--- src/qpf_pkg.sv ---
// Shared constants, enumerations and carrier types of the quad phase fetch pipeline
`default_nettype none

package qpf_pkg;

  // Widths of the program and data paths
  localparam int unsigned PC_W        = 11;
  localparam int unsigned INSTR_W     = 12;
  localparam int unsigned FADDR_W     = 7;
  localparam int unsigned FILE_OFF_W  = 5;
  localparam int unsigned JUMP_TGT_W  = 9;
  localparam int unsigned PHASE_COUNT = 4;

  // Program memory map
  localparam logic [10:0] RESET_VECTOR     = 11'h3ff;
  localparam logic [10:0] USER_FIRST       = 11'h000;
  localparam logic [10:0] USER_LAST        = 11'h3ff;
  localparam logic [10:0] FLASH_DATA_FIRST = 11'h400;
  localparam logic [10:0] FLASH_DATA_LAST  = 11'h43f;
  localparam logic [10:0] CFG_FIRST        = 11'h440;
  localparam logic [10:0] USER_ID_LAST     = 11'h443;
  localparam logic [10:0] CAL_FIRST        = 11'h444;
  localparam logic [10:0] CAL_LAST         = 11'h447;
  localparam logic [10:0] RSV_FIRST        = 11'h448;
  localparam logic [10:0] RSV_LAST         = 11'h49f;
  localparam logic [10:0] CFG_WORD_ADDR    = 11'h7ff;
  localparam int unsigned PAGE_WORDS       = 512;
  localparam int unsigned PAGE_BIT_POS     = 9;

  // Data register file
  localparam int unsigned SFR_COUNT     = 13;
  localparam int unsigned GPR_COUNT     = 41;
  localparam int unsigned BANK_WORDS    = 32;
  localparam int unsigned FSP_BANK_HI   = 6;
  localparam int unsigned FSP_BANK_LO   = 5;
  localparam logic [4:0]  SFR_LAST_OFF  = 5'h0c;
  localparam logic [4:0]  SHARED_FIRST  = 5'h0d;
  localparam logic [4:0]  SHARED_LAST   = 5'h0f;
  localparam logic [6:0]  BANK0_BASE    = 7'h00;
  localparam logic [6:0]  BANK1_BASE    = 7'h20;
  localparam logic [6:0]  BANK2_BASE    = 7'h40;
  localparam logic [6:0]  BANK3_BASE    = 7'h60;

  // Instruction phases, one per input clock
  typedef enum logic [1:0] {
    PH_ONE   = 2'b00,
    PH_TWO   = 2'b01,
    PH_THREE = 2'b10,
    PH_FOUR  = 2'b11
  } qpf_phase_t;

  // Program address regions
  typedef enum logic [2:0] {
    RG_USER       = 3'b000,
    RG_FLASH_DATA = 3'b001,
    RG_USER_ID    = 3'b010,
    RG_CAL_BACKUP = 3'b011,
    RG_RESERVED   = 3'b100,
    RG_CFG_WORD   = 3'b101,
    RG_CFG_OTHER  = 3'b110
  } qpf_region_t;

  // One-hot phase strobes
  typedef struct packed {
    logic one;
    logic two;
    logic three;
    logic four;
  } qpf_phases_t;

  // Branch request from the execute logic
  typedef struct packed {
    logic                  req;
    logic [JUMP_TGT_W-1:0] target;
  } qpf_branch_t;

  // Data register file access
  typedef struct packed {
    logic               rdEn;
    logic               wrEn;
    logic [FADDR_W-1:0] addr;
    logic               special_function_register;
  } qpf_dmem_t;

  // Program memory fetch request
  typedef struct packed {
    logic            rdEn;
    logic [PC_W-1:0] addr;
    qpf_region_t     region;
    logic            writable;
  } qpf_fetch_t;

endpackage

`default_nettype wire

--- src/qpf_phase_gen.sv ---
// Four phase generator that divides the input clock into instruction phases
`timescale 1ns/1ns
`default_nettype none

module qpf_phase_gen (
  input  wire logic            ref_clk,
  input  wire logic            rst,
  input  wire logic            clkEn,
  output qpf_pkg::qpf_phase_t  phase,
  output qpf_pkg::qpf_phases_t strobes
);
  import qpf_pkg::*;

  typedef struct packed {
    qpf_phase_t phase;
  } qpf_gen_state_t;

  qpf_gen_state_t s_q;
  qpf_gen_state_t s_d;

  // Step one phase per enabled clock, wrapping after phase four
  always_comb begin
    s_d = s_q;
    if (clkEn) begin
      unique case (s_q.phase)
        PH_ONE:   s_d.phase = PH_TWO; // RULE1
        PH_TWO:   s_d.phase = PH_THREE;
        PH_THREE: s_d.phase = PH_FOUR;
        PH_FOUR:  s_d.phase = PH_ONE;
      endcase
    end
  end

  // Restart at phase one on reset
  always_ff @(posedge ref_clk or posedge rst) begin
    if (rst) begin
      s_q <= '{phase: PH_ONE};
    end else begin
      s_q <= s_d;
    end
  end

  // Non-overlapping strobes decoded from the phase register
  assign phase         = s_q.phase;
  assign strobes.one   = (s_q.phase == PH_ONE);
  assign strobes.two   = (s_q.phase == PH_TWO);
  assign strobes.three = (s_q.phase == PH_THREE);
  assign strobes.four  = (s_q.phase == PH_FOUR);

endmodule

`default_nettype wire

--- src/qpf_fetch_pipeline.sv ---
// Two-stage fetch and execute sequencer with program and data memory decoding
`timescale 1ns/1ns
`default_nettype none

// Contract
// RULE1 - The input clock is divided by four into four non-overlapping phases that together form one instruction cycle.
// RULE2 - The program counter advances in phase one and the addressed word is fetched by the end of phase four.
// RULE3 - The fetched word enters the instruction holding register in phase one and is executed over phases two to four.
// RULE4 - The data operand is read in phase two and the result is written in phase four.
// RULE5 - Fetch of the next word overlaps execution of the current one so plain instructions retire one per cycle.
// RULE6 - A change of program counter discards the word already fetched, so a branch costs two cycles.
// RULE7 - The program counter is 11 bits wide and addresses 2K words of 12 bits.
// RULE8 - User code lives at 0x000 to 0x3FF and the reset vector is 0x3FF.
// RULE9 - The self-writable data flash block sits at 0x400 to 0x43F and is treated as ordinary program flash.
// RULE10 - Addresses 0x440 to 0x7FF are configuration space with the configuration word at 0x7FF.
// RULE11 - User identification words sit at 0x440 to 0x443 and calibration backups at 0x444 to 0x447.
// RULE12 - Addresses 0x448 to 0x49F are reserved and carry no user or identification content.
// RULE13 - The data register file holds 13 special function registers and 41 general purpose registers.
// RULE14 - Data banks are selected by bits of the file select pointer because the file exceeds 32 registers.
// RULE15 - Program pages are selected by one status bit because program memory exceeds 512 words.
// RULE16 - File select pointer bits six and five pick one of four banks based at 00h, 20h, 40h and 60h.
// RULE17 - Reset restarts at phase one with an empty pipeline so the reset vector word executes first.
module qpf_fetch_pipeline (
  input  wire logic                           ref_clk,
  input  wire logic                           rst,
  input  wire logic                           clkEn,
  input  wire logic [qpf_pkg::INSTR_W-1:0]    progData,
  input  wire logic                           pageSel,
  input  wire logic [7:0]                     fileSelect,
  input  wire qpf_pkg::qpf_branch_t           branch,
  input  wire logic                           execWrReq,
  output qpf_pkg::qpf_fetch_t                 fetch,
  output logic [qpf_pkg::INSTR_W-1:0]         instrHold,
  output logic                                instrValid,
  output qpf_pkg::qpf_phases_t                phases,
  output qpf_pkg::qpf_dmem_t                  dmem
);
  import qpf_pkg::*;

  typedef struct packed {
    logic [PC_W-1:0]    pc;
    logic [PC_W-1:0]    fetchAddr;
    logic [INSTR_W-1:0] fetched;
    logic               fetchedValid;
    logic [INSTR_W-1:0] ir;
    logic               irValid;
    logic [FADDR_W-1:0] dAddr;
    logic               dSfr;
  } qpf_state_t;

  qpf_state_t s_q;
  qpf_state_t s_d;
  qpf_phase_t phase;

  // Next user address; the reset vector rolls over to the start of user space
  function automatic logic [PC_W-1:0] pcNext(input logic [PC_W-1:0] pc);
    if (pc == USER_LAST) begin
      return USER_FIRST; // RULE8
    end
    return pc + 11'h001; // RULE7
  endfunction

  // Region of a program address
  function automatic qpf_region_t regionOf(input logic [PC_W-1:0] a);
    if (a <= USER_LAST) begin
      return RG_USER; // RULE8
    end else if (a <= FLASH_DATA_LAST) begin
      return RG_FLASH_DATA; // RULE9
    end else if (a <= USER_ID_LAST) begin
      return RG_USER_ID; // RULE11
    end else if (a >= CAL_FIRST && a <= CAL_LAST) begin
      return RG_CAL_BACKUP; // RULE11
    end else if (a >= RSV_FIRST && a <= RSV_LAST) begin
      return RG_RESERVED; // RULE12
    end else if (a == CFG_WORD_ADDR) begin
      return RG_CFG_WORD; // RULE10
    end
    return RG_CFG_OTHER; // RULE10
  endfunction

  // Full file address from pointer bank bits and a five bit offset
  function automatic logic [FADDR_W-1:0] bankMap(input logic [7:0] fsp, input logic [4:0] off);
    logic [FADDR_W-1:0] base;
    base = BANK0_BASE;
    unique case (fsp[FSP_BANK_HI:FSP_BANK_LO]) // RULE14
      2'b00: base = BANK0_BASE; // RULE16
      2'b01: base = BANK1_BASE;
      2'b10: base = BANK2_BASE;
      2'b11: base = BANK3_BASE;
    endcase
    if (off >= SHARED_FIRST && off <= SHARED_LAST) begin
      base = BANK0_BASE; // Shared words fold back into bank zero
    end
    return base | {2'b00, off};
  endfunction

  // Special function registers occupy the low offsets of each bank
  function automatic logic isSfr(input logic [4:0] off);
    return off <= SFR_LAST_OFF; // RULE13
  endfunction

  // Phase generator
  qpf_phase_gen u_phase (
    .ref_clk (ref_clk),
    .rst     (rst),
    .clkEn   (clkEn),
    .phase   (phase),
    .strobes (phases)
  );

  // Pipeline sequencing across the four phases
  always_comb begin
    s_d = s_q;
    if (clkEn) begin
      unique case (phase)
        PH_ONE: begin
          s_d.ir           = s_q.fetched; // RULE3
          s_d.irValid      = s_q.fetchedValid; // RULE5
          s_d.fetchAddr    = s_q.pc; // RULE2
          s_d.pc           = pcNext(s_q.pc); // RULE2
          s_d.fetchedValid = 1'b0;
          s_d.dAddr        = bankMap(fileSelect, s_q.fetched[FILE_OFF_W-1:0]);
          s_d.dSfr         = isSfr(s_q.fetched[FILE_OFF_W-1:0]);
        end
        PH_TWO, PH_THREE: begin
        end
        PH_FOUR: begin
          s_d.fetched      = progData; // RULE2
          s_d.fetchedValid = 1'b1; // RULE5
          if (s_q.irValid && branch.req) begin
            s_d.pc           = {1'b0, pageSel, branch.target}; // RULE15
            s_d.fetchedValid = 1'b0; // RULE6
          end
        end
      endcase
    end
  end

  // State register; reset empties the pipeline and points at the reset vector
  always_ff @(posedge ref_clk or posedge rst) begin
    if (rst) begin
      s_q <= '{pc: RESET_VECTOR, fetchAddr: RESET_VECTOR, fetched: '0, fetchedValid: 1'b0,
               ir: '0, irValid: 1'b0, dAddr: '0, dSfr: 1'b0}; // RULE17
    end else begin
      s_q <= s_d;
    end
  end

  // Program memory request, held from phase two through phase four
  assign fetch.rdEn     = (phase != PH_ONE); // RULE2
  assign fetch.addr     = s_q.fetchAddr;
  assign fetch.region   = regionOf(s_q.fetchAddr);
  assign fetch.writable = (regionOf(s_q.fetchAddr) == RG_USER) ||
                          (regionOf(s_q.fetchAddr) == RG_FLASH_DATA); // RULE9

  // Executing instruction and data memory strobes
  assign instrHold  = s_q.ir;
  assign instrValid = s_q.irValid;
  assign dmem.rdEn  = clkEn && (phase == PH_TWO) && s_q.irValid; // RULE4
  assign dmem.wrEn  = clkEn && (phase == PH_FOUR) && s_q.irValid && execWrReq; // RULE4
  assign dmem.addr  = s_q.dAddr;
  assign dmem.special_function_register   = s_q.dSfr;
endmodule

`default_nettype wire

--- config.mk ---
export PLATFORM = sky130hd
export DESIGN_NAME = qpf_fetch_pipeline
export DESIGN_NICKNAME = d
export VERILOG_FILES = /design/src/qpf_pkg.sv /design/src/qpf_phase_gen.sv /design/src/qpf_fetch_pipeline.sv
export SDC_FILE = /design/constraint.sdc
export NUM_CORES = 1
export LEC_CHECK = 0
export BUFFER_PORTS_ARGS = -buffer_cell sky130_fd_sc_hd__buf_4
export CAP_MARGIN = 5
export CORE_AREA = 2 2 99 101
export CTS_CLUSTER_DIAMETER = 80
export DETAILED_ROUTE_END_ITERATION = 6
export DIE_AREA = 0 0 101 103
export PLACE_DENSITY = 0.48
export SETUP_SLACK_MARGIN = 0.1
export SYNTH_ARGS = -nofsm -noshare
export SYNTH_HDL_FRONTEND = slang
export SYNTH_SLANG_ARGS = --single-unit
--- constraint.sdc ---
create_clock -name ref_clk -period 2.38 [get_ports ref_clk]
set_clock_uncertainty 0.05 [all_clocks]
set_input_delay 0 -clock ref_clk [delete_from_list [all_inputs] [get_ports ref_clk]]
set_output_delay 0 -clock ref_clk [all_outputs]
set_load 0.02 [all_outputs]
==> results of run 1 <==
==> metrics by stage <==
step	std cells	hold slack (ns)	utilization [%]	instance area, um2	worst slack (ns)
after floorplan	244	0.0809	-	2730	0.436
after global placement	393	0.186	33.3	3150	0.397
after detailed placement	393	0.187	33.3	3150	0.386
after CTS	428	0.282	37.4	3530	0.358
after global routing	428	0.326	37.4	3530	0.184
final	428	0.281	37.4	3530	0.387
==> final timing paths <==
kind	end	slack [ns]	cells after the start
worst max-delay path	s_q[46]	0.39	5
worst min-delay path	dmem[8]	0.28	4
worst max register to register	s_q[46]	0.39	5
worst min register to register	dmem[7]	0.44	2
max in group asynchronous	s_q[55]	1.45	4
min in group asynchronous	s_q[31]	0.38	4
==> final cells by class <==
cell class,instances,area [um2]
inverter,7,26.3
clock buffer,6,72.6
fill,983,5920
timing repair buffer,101,826
sequential,53,1350
tap,114,143
clock inverter,2,38.8
multi-input combinational,145,1080
==> synthesized netlist by cell type (all sizes together) (2+ instances only) <==
cell,number
a21oi,13
a22o,2
and2,2
and3,3
and4,2
buf,37
clkbuf,2
dfrtp,33
dfstp,20
ha,5
inv,7
mux2,34
nand2,18
nand2b,2
nand3,4
nand4,3
nor2,9
nor2b,2
nor3,3
o211ai,3
o21a,2
o21ai,17
o22ai,2
o31ai,2
or3,2
==> power by group <==
| group | total, W | internal (W) | switching [W] |
|---|---|---|---|
| logic | 0.00206 | 0.000993 | 0.00107 |
| registers | 0.00183 | 0.00145 | 0.000378 |
| clock network | 0.000622 | 0.000316 | 0.000306 |
==> metal layers <==
layer	wire length, um	GRT usage, %	vias to the layer above
met3	149	2.51	8
met5	0	0	-
li1	-	-	976
met4	102	5.09	0
met1	2930	15.7	932
met2	2680	18.0	35
==> cell usage in the layout, fill, tap and decap left out, types with 2 or more instances in the layout <==
cell	netlist	routed
nor2_1	9	9
dfrtp_1	33	33
nand2b_1	2	2
and4_1	2	2
dlygate4sd3_1	0	27
o21ai_0	16	16
nor2b_1	2	2
nor3_1	3	3
o22ai_1	2	2
nand4_1	2	2
a22o_1	2	2
o211ai_1	2	2
inv_1	7	6
and2_1	2	2
buf_4	31	74
ha_1	5	5
and3_1	2	2
a21oi_1	13	13
nand2_1	18	18
o21a_1	2	2
dfstp_2	20	20
or3_1	2	2
mux2_2	34	34
o31ai_1	2	2
nand3_1	4	4
clkbuf_8	0	5
==> worst reg2reg max path, stage by stage (launching register included) <==
cell      delay [ns]
dfstp_2         0.58
ha_1            0.25
nand4_2         0.20
o41a_1          0.53
a221oi_2        0.26
nor2_1          0.07
==> sequential cells by signal (all words and copies together) (netlist names) <==
signal	flops
instrHold	12
fetch	11
s_q	24
u_phase.phase	2
dmem	3
instrValid	1
==> timing repair <==
| item | 4_1_cts | 5_1_grt |
|---|---|---|
| hold buffers | 27 | 0 |
| setup endpoints to repair | 0 | 0 |
| endpoints found under the hold margin | 60 | 0 |
==> logic make-up (layout without fill, tap and decap cells) <==
group	after synthesis	after routing	synth area share [%]
mux	35	35	14.4
simple gates	52	52	9.69
buf+inv	46	116	10.9
compound gates	53	53	13.1
fa+ha+maj	5	5	2.30
flops	53	53	49.6
==> results.json, run 1 <==
{
  "yosysWarnings": 0,
  "ir_drop_v": 0.000426,
  "finalSetupViolations": 0,
  "max_freq_mhz": 502,
  "cp_max_fo": 6,
  "clk_pin_slew_ns": 0.10,
  "io_pins": 78,
  "path_delay_family": "compound AO/OA/AOI/OAI gates",
  "max_stage_delay_ns": 0.58,
  "yosysSeqAreaShare_pct": 49.6,
  "gp_congestion": 0.778,
  "clk_latency_ns": 0.31,
  "clockBufferDepth": 2,
  "nets": 353,
  "avgViaCountPerCell": 4.56,
  "cp.arrival_ns": 2.19,
  "root_buffer": "clkbuf_8",
  "timing.rr.start": "s_q[45]",
  "initial_core_util_pct": 28.8,
  "synth_cell_types": 45,
  "period_needed_ns": 1.99,
  "path_cells": "ha_1 -> nand4_2 -> o41a_1 -> a221oi_2 -> nor2_1",
  "wl_per_cell_um": 13.7,
  "track_usage_pct": 11.6,
  "fp.coreArea_mm2": 0.00946,
  "cts_max_level": 2,
  "synth_area_mm2": 0.00273,
  "rsz0062_at_grt": "no",
  "initialDrtViolationCount": 34,
  "die_h_um": 103,
  "post_cts_resized": 0,
  "synth_nets": 284,
  "synth_top_cells_by_area": "dfrtp_1, dfstp_2, mux2_2, buf_4, o21ai_0",
  "drt-total-wl_mm": 5.87,
  "critPathLaunchType": "flop",
  "relSlewSlack_pct": 54.8,
  "grt_pass1_vias": 1885,
  "cts_sinks": 53,
  "min_path_type": "primary input to primary output",
  "critical_path_class": "flop to flop",
  "place_hpwl_mm": 4.08,
  "syn_area_per_cell_um2": 11.2,
  "synth_edf_count": 0,
  "ant_nets": 0,
  "areaGrowthSynthToFinish_pct": 29.7,
  "synth_top_cell_by_area": "dfrtp_1",
  "finalCritPeriodShare_pct": 83.7,
  "grt_max_degree": 54,
  "tightest_slew_ns": 0.678,
  "fp-row-count": 36,
  "async_flop_share_pct": 100,
  "end_kind": "flop",
  "leakage_nw": 1.57,
  "drive_above_1_share_pct": 45.2,
  "cts_tree": "done",
  "die_area_mm2": 0.0104,
  "worst_ep_required_time_ns": 2.58,
  "maxSlewViolCount": 0,
  "portBuffers": 71,
  "hold_violations": 0,
  "slowest_stage": "dfstp_2",
  "synth_top_area_share_pct": 30.3,
  "antennaDiodeCount": 0,
  "startpoint": "s_q[45]",
  "fp.dieW_um": 101,
  "min_from": "execWrReq",
  "drv_cap": 0,
  "synth-seq-cells": 53,
  "post_cts_buffers": 0,
  "cts_inserted_buffers": 5,
  "grt_overflow_total": 0,
  "synthCells": 244,
  "power_density_mw_per_mm2": 1280,
  "timing.setup.tns_ns": 0,
  "antenna_found_initial": 0,
  "cp.buffers_inverters": 0,
  "firstDrtPassIters": 4,
  "post-route-drc-count": 0,
  "grt_pass1_wl_mm": 9.34,
  "status": "finished, final reports clean",
  "yosys_most_used_dff": "dfrtp_1",
  "finalPower_w": 0.00451,
  "via_count": 1951
}
(Power assumes the default switching activity.)
==> run 2, diff against run 1 <==
- clock period: 2.38 -> 1.93 ns (I/O delays scaled with it)
==> results.json, run 2 (synthesized netlist as in run 1, its figures left out) <==
{
  "status": "finished, final reports clean",
  "end_kind": "flop",
  "relSlewSlack_pct": 59.6,
  "maxSlewViolCount": 0,
  "critPathLaunchType": "flop",
  "final_common_cell": "buf_4",
  "finalSetupViolations": 0,
  "fp-row-count": 36,
  "post-route-drc-count": 0,
  "fp.dieW_um": 101,
  "dpl.cell_count": 403,
  "initialDrtViolationCount": 45,
  "avgViaCountPerCell": 4.59,
  "cts_inserted_buffers": 5,
  "gr-usage-met3_pct": 2.10,
  "leakage_nw": 1.65,
  "path_delay_family": "simple AND/OR/NAND/NOR gates",
  "track_usage_pct": 12.1,
  "tightest_slew_ns": 0.605,
  "period_needed_ns": 1.73,
  "max_freq_mhz": 577,
  "cts_sinks": 53,
  "antennaDiodeCount": 0,
  "ant_nets": 0,
  "root_buffer": "clkbuf_8",
  "firstDrtPassIters": 4,
  "cp_max_fo": 5,
  "finalPower_w": 0.00582,
  "gp_congestion": 0.761,
  "hold_violations": 0,
  "slowest_stage": "or4_4",
  "grt_max_degree": 33,
  "top_usage_layer": "met2",
  "ir_drop_v": 0.000683,
  "die_h_um": 103,
  "max_stage_delay_ns": 0.51,
  "clk_latency_ns": 0.30,
  "cp.buffers_inverters": 1,
  "timing.hold.ws_ns": 0.0326,
  "cts_tree": "done",
  "grt_pass1_wl_mm": 9.96,
  "globalRouteMet2Util_pct": 19.8,
  "rsz0062_at_grt": "no",
  "mostFrequentLayoutCells": "buf_4, mux2_2, dfrtp_1",
  "place_hpwl_mm": 4.31,
  "io_pins": 78,
  "via_count": 2017,
  "finalCritPeriodShare_pct": 89.8,
  "die_area_mm2": 0.0104,
  "regMostFlops": "s_q",
  "drt-total-wl_mm": 6.00,
  "grt_pass1_vias": 1992,
  "cp.arrival_ns": 1.92,
  "post-route-cell-area_mm2": 0.00369,
  "largest_reg_flops": 24,
  "areaGrowthSynthToFinish_pct": 35.4,
  "min_path_type": "primary input to flop",
  "met1_usage_pct": 16.4,
  "drive_above_1_share_pct": 50.2,
  "nets": 365,
  "cts_max_level": 2,
  "drv_cap": 0,
  "worst_ep_required_time_ns": 2.12,
  "final_cells": 439,
  "initial_core_util_pct": 28.8,
  "clk_pin_slew_ns": 0.10,
  "path_cells": "inv_2 -> ha_4 -> nor2b_4 -> o21ai_4 -> or4_4 -> o211ai_2",
  "clockBufferDepth": 2,
  "timing.setup.tns_ns": 0,
  "placedInstanceArea_mm2": 0.00326,
  "power_density_mw_per_mm2": 1580,
  "portBuffers": 71,
  "wl_per_cell_um": 13.7,
  "critical_path_class": "flop to flop",
  "antenna_found_initial": 0,
  "fp.coreArea_mm2": 0.00946,
  "grt_overflow_total": 0
}
[run 2: cell type report]
cell class | count | area, um2
Fill cell | 955 | 5770
Sequential cell | 53 | 1350
Multi-Input combinational cell | 145 | 1130
Timing Repair Buffer | 113 | 938
Tap cell | 114 | 143
Clock buffer | 5 | 68.8
Clock inverter | 2 | 35.0
Inverter | 7 | 26.3
[run 2: path summary, 6_finish.rpt]
kind | start | endpoint | slack, ns | cells past startpoint
worst min-delay path | branch[7] | s_q[52] | 0.03 | 4
worst min register to register | dmem[7] | dmem[7] | 0.44 | 2
min in group asynchronous | rst | u_phase.phase[0] | 0.27 | 3
worst max-delay path | u_phase.phase[1] | s_q[54] | 0.20 | 6
max in group asynchronous | rst | dmem[6] | 0.99 | 4
worst max register to register | u_phase.phase[1] | s_q[54] | 0.20 | 6
[run 2: what timing repair did]
| action | CTS | global route |
|---|---|---|
| buffers inserted | 0 | 3 |
| endpoints found under the hold margin | 32 | 0 |
| endpoints found under the setup margin | 0 | 11 |
| resized for setup | 0 | 9 |
| hold buffers | 26 | 0 |
[run 2: metrics by stage]
step / util [%] / worst slack, ns
after floorplan: - / 0.108
after global placement: 34.5 / 0.137
after detailed placement: 34.5 / 0.116
after CTS: 38.3 / 0.102
after global routing: 39.0 / 0.0928
final: 39.0 / 0.197
[run 2: layer usage]
| layer | wire length, um | share of wire, % |
|---|---|---|
| met5 | 0 | 0 |
| met4 | 87 | 1.5 |
| met3 | 158 | 2.6 |
| met2 | 2770 | 46 |
| met1 | 2980 | 50 |
[run 2: power by group]
part           leakage, nW  internal [W]  total (W)  switching, W
sequential           0.614       0.00179    0.00225      0.000463
combinational        0.978       0.00142    0.00283       0.00140
clock               0.0540      0.000378   0.000736      0.000359
[run 2: worst reg2reg max path, stage by stage (launching register included)]
cell and delay (ns):
dfrtp_1 0.44, inv_2 0.12, ha_4 0.16, nor2b_4 0.17
o21ai_4 0.06, or4_4 0.51, o211ai_2 0.16
==> run 3, diff against run 2 <==
- PLACE_DENSITY: 0.48 -> 0.5
- clock period: 1.93 -> 1.5 ns (I/O delays scaled with it)
==> results.json, run 3 (synthesized netlist as in run 1, its figures left out) <==
{
  "relSlewSlack_pct": 76.4,
  "areaGrowthSynthToFinish_pct": 70.6,
  "maxSlewViolCount": 0,
  "firstDrtPassIters": 4,
  "avgViaCountPerCell": 4.70,
  "mostFrequentLayoutCells": "buf_4, mux2_4, dfrtp_1",
  "die_area_mm2": 0.0104,
  "path_cells": "inv_2 -> ha_4 -> nor2b_4 -> o21ai_4 -> or4_4 -> o211ai_2",
  "regMostFlops": "s_q",
  "cts_inserted_buffers": 5,
  "sw_frac_of_total_pct": 38.5,
  "grt_overflow_total": 0,
  "root_buffer": "clkbuf_8",
  "internal_power_w": 0.00596,
  "drt-total-wl_mm": 7.47,
  "final_common_cell": "buf_4",
  "place_hpwl_mm": 4.74,
  "critical_path_class": "flop to flop",
  "worstReg2RegEnd": "s_q[54]",
  "status": "complete, but fails checks",
  "cp.buffers_inverters": 1,
  "startpoint": "u_phase.phase[0]",
  "post-route-drc-count": 0,
  "cp_max_fo": 3,
  "clk_pin_slew_ns": 0.11,
  "hold_end": "s_q[50]",
  "fin_util_pct": 49.2,
  "clockPowerShare_pct": 8.5,
  "netSwitchingPower_w": 0.00374,
  "r2r_cells": 6,
  "finalCritPeriodShare_pct": 114,
  "critPathLaunchType": "flop",
  "fp.dieW_um": 101,
  "grt_pass1_wl_mm": 11.8,
  "rrSetupSlack_ns": -0.21,
  "cts_tree": "done",
  "timing.rr.start": "u_phase.phase[0]",
  "leakage_nw": 2.13,
  "grt_pass1_vias": 2365,
  "die_h_um": 103,
  "drive_above_1_share_pct": 70.3,
  "setup_slack_ns": -0.214,
  "rsz0062_at_grt": "yes",
  "track_usage_pct": 14.4,
  "min_from": "branch[5]",
  "timing.hold.ws_ns": 0.00601,
  "dp_slack_ns": -0.140,
  "io_pins": 78,
  "clockBufferDepth": 2,
  "grt_max_degree": 28,
  "worst_ep_required_time_ns": 1.68,
  "antennaDiodeCount": 0,
  "portBuffers": 71,
  "p_seq_share_pct": 30.1,
  "slowest_stage": "or4_4",
  "ant_nets": 0,
  "fp-row-count": 36,
  "min_path_type": "primary input to flop",
  "cts_max_level": 2,
  "wl_per_cell_um": 15.4,
  "initial_core_util_pct": 28.8,
  "fill_cells": 858,
  "clk_latency_ns": 0.31,
  "fp.coreArea_mm2": 0.00946,
  "nets": 409,
  "finalSetupViolations": 40,
  "ir_drop_v": 0.00119,
  "combPwrFrac_pct": 61.5,
  "drv_cap": 0,
  "tightest_slew_ns": 0.355,
  "largest_reg_flops": 24,
  "gp_congestion": 0.813,
  "max_freq_mhz": 583,
  "path_delay_family": "simple AND/OR/NAND/NOR gates",
  "violations": "setup timing",
  "period_needed_ns": 1.71,
  "via_count": 2273,
  "hold_violations": 0,
  "antenna_found_initial": 0,
  "cts_sinks": 53,
  "initialDrtViolationCount": 36,
  "hold_depth": 4,
  "end_kind": "flop",
  "power_density_mw_per_mm2": 2080,
  "max_stage_delay_ns": 0.49,
  "cp.arrival_ns": 1.89
}
==> run 3: cell count changes in the layout (fill, tap and decap cells not counted), moves of 10 or more <==
cell / delta
buf_4: +13
buf_6: +25
o21ai_0: -12
mux2_2: -34
a21oi_1: -10
mux2_4: +34
==> run 3: worst reg2reg max path: stages, from the launching register on <==
cell	delay, ns
dfrtp_1	0.45
inv_2	0.10
ha_4	0.14
nor2b_4	0.18
o21ai_4	0.08
or4_4	0.49
o211ai_2	0.15
==> run 3: layer usage <==
layer | global-route usage, % | up-vias | part of all wire (%) | routed length, um
li1 | - | 1092 | - | -
met1 | 19.3 | 1133 | 46 | 3430
met2 | 24.9 | 43 | 51 | 3770
met3 | 1.83 | 5 | 2.6 | 195
met4 | 3.43 | 0 | 0.98 | 73
met5 | 0 | - | 0 | 0
==> run 3: worst max path at each step <==
stage                           to  slack, ns  cells past startpoint
after floorplan            s_q[54]      -0.19                      6
after global placement     s_q[54]      -0.10                      6
after detailed placement   s_q[54]      -0.14                      6
after CTS                 fetch[1]      -0.23                      5
after global routing       s_q[54]      -0.29                      6
final                      s_q[54]      -0.21                      6
==> run 3: final cells by class <==
type	instances	area (um2)	area share (%)
flip-flops and latches	53	1350	29.1
clock buffers	6	72.6	1.56
multi-input cells	145	1580	34.0
inverters	7	30.0	0.646
well taps	114	143	3.07
repair buffers	157	1460	31.3
clock inverters	2	13.8	0.296
==> run 3: repair_timing <==
action	CTS	global route
pin swaps	12	14
buffers inserted	15	9
hold endpoints to repair	55	0
cloned	4	0
resized for setup	98	49
hold buffers	23	0
setup endpoints to repair	55	61
==> run 3: power by group through the flow <==
| stage | registers, W | logic (W) | clock network (W) |
|---|---|---|---|
| 6_report | 0.00291 | 0.00596 | 0.000821 |
| 5_1_grt | 0.00303 | 0.00635 | 0.000929 |
| 4_1_cts | 0.00289 | 0.00554 | 0.000860 |
| 3_5_place_dp | 0.00288 | 0.00425 | 0 |
| 3_3_place_gp | 0.00285 | 0.00421 | 0 |
| 2_1_floorplan | 0.00279 | 0.00299 | 0 |
==> run 3: stage by stage <==
step / std cells / area, um2 / setup TNS (ns) / total power (W)
floorplan: 244 / 2850 / -0.296 / 0.00578
global placement: 433 / 3590 / -0.573 / 0.00707
detailed placement: 433 / 3590 / -0.997 / 0.00713
CTS: 481 / 4500 / -2.94 / 0.00928
global route: 484 / 4650 / -5.19 / 0.0103
finish: 484 / 4650 / -3.25 / 0.00969
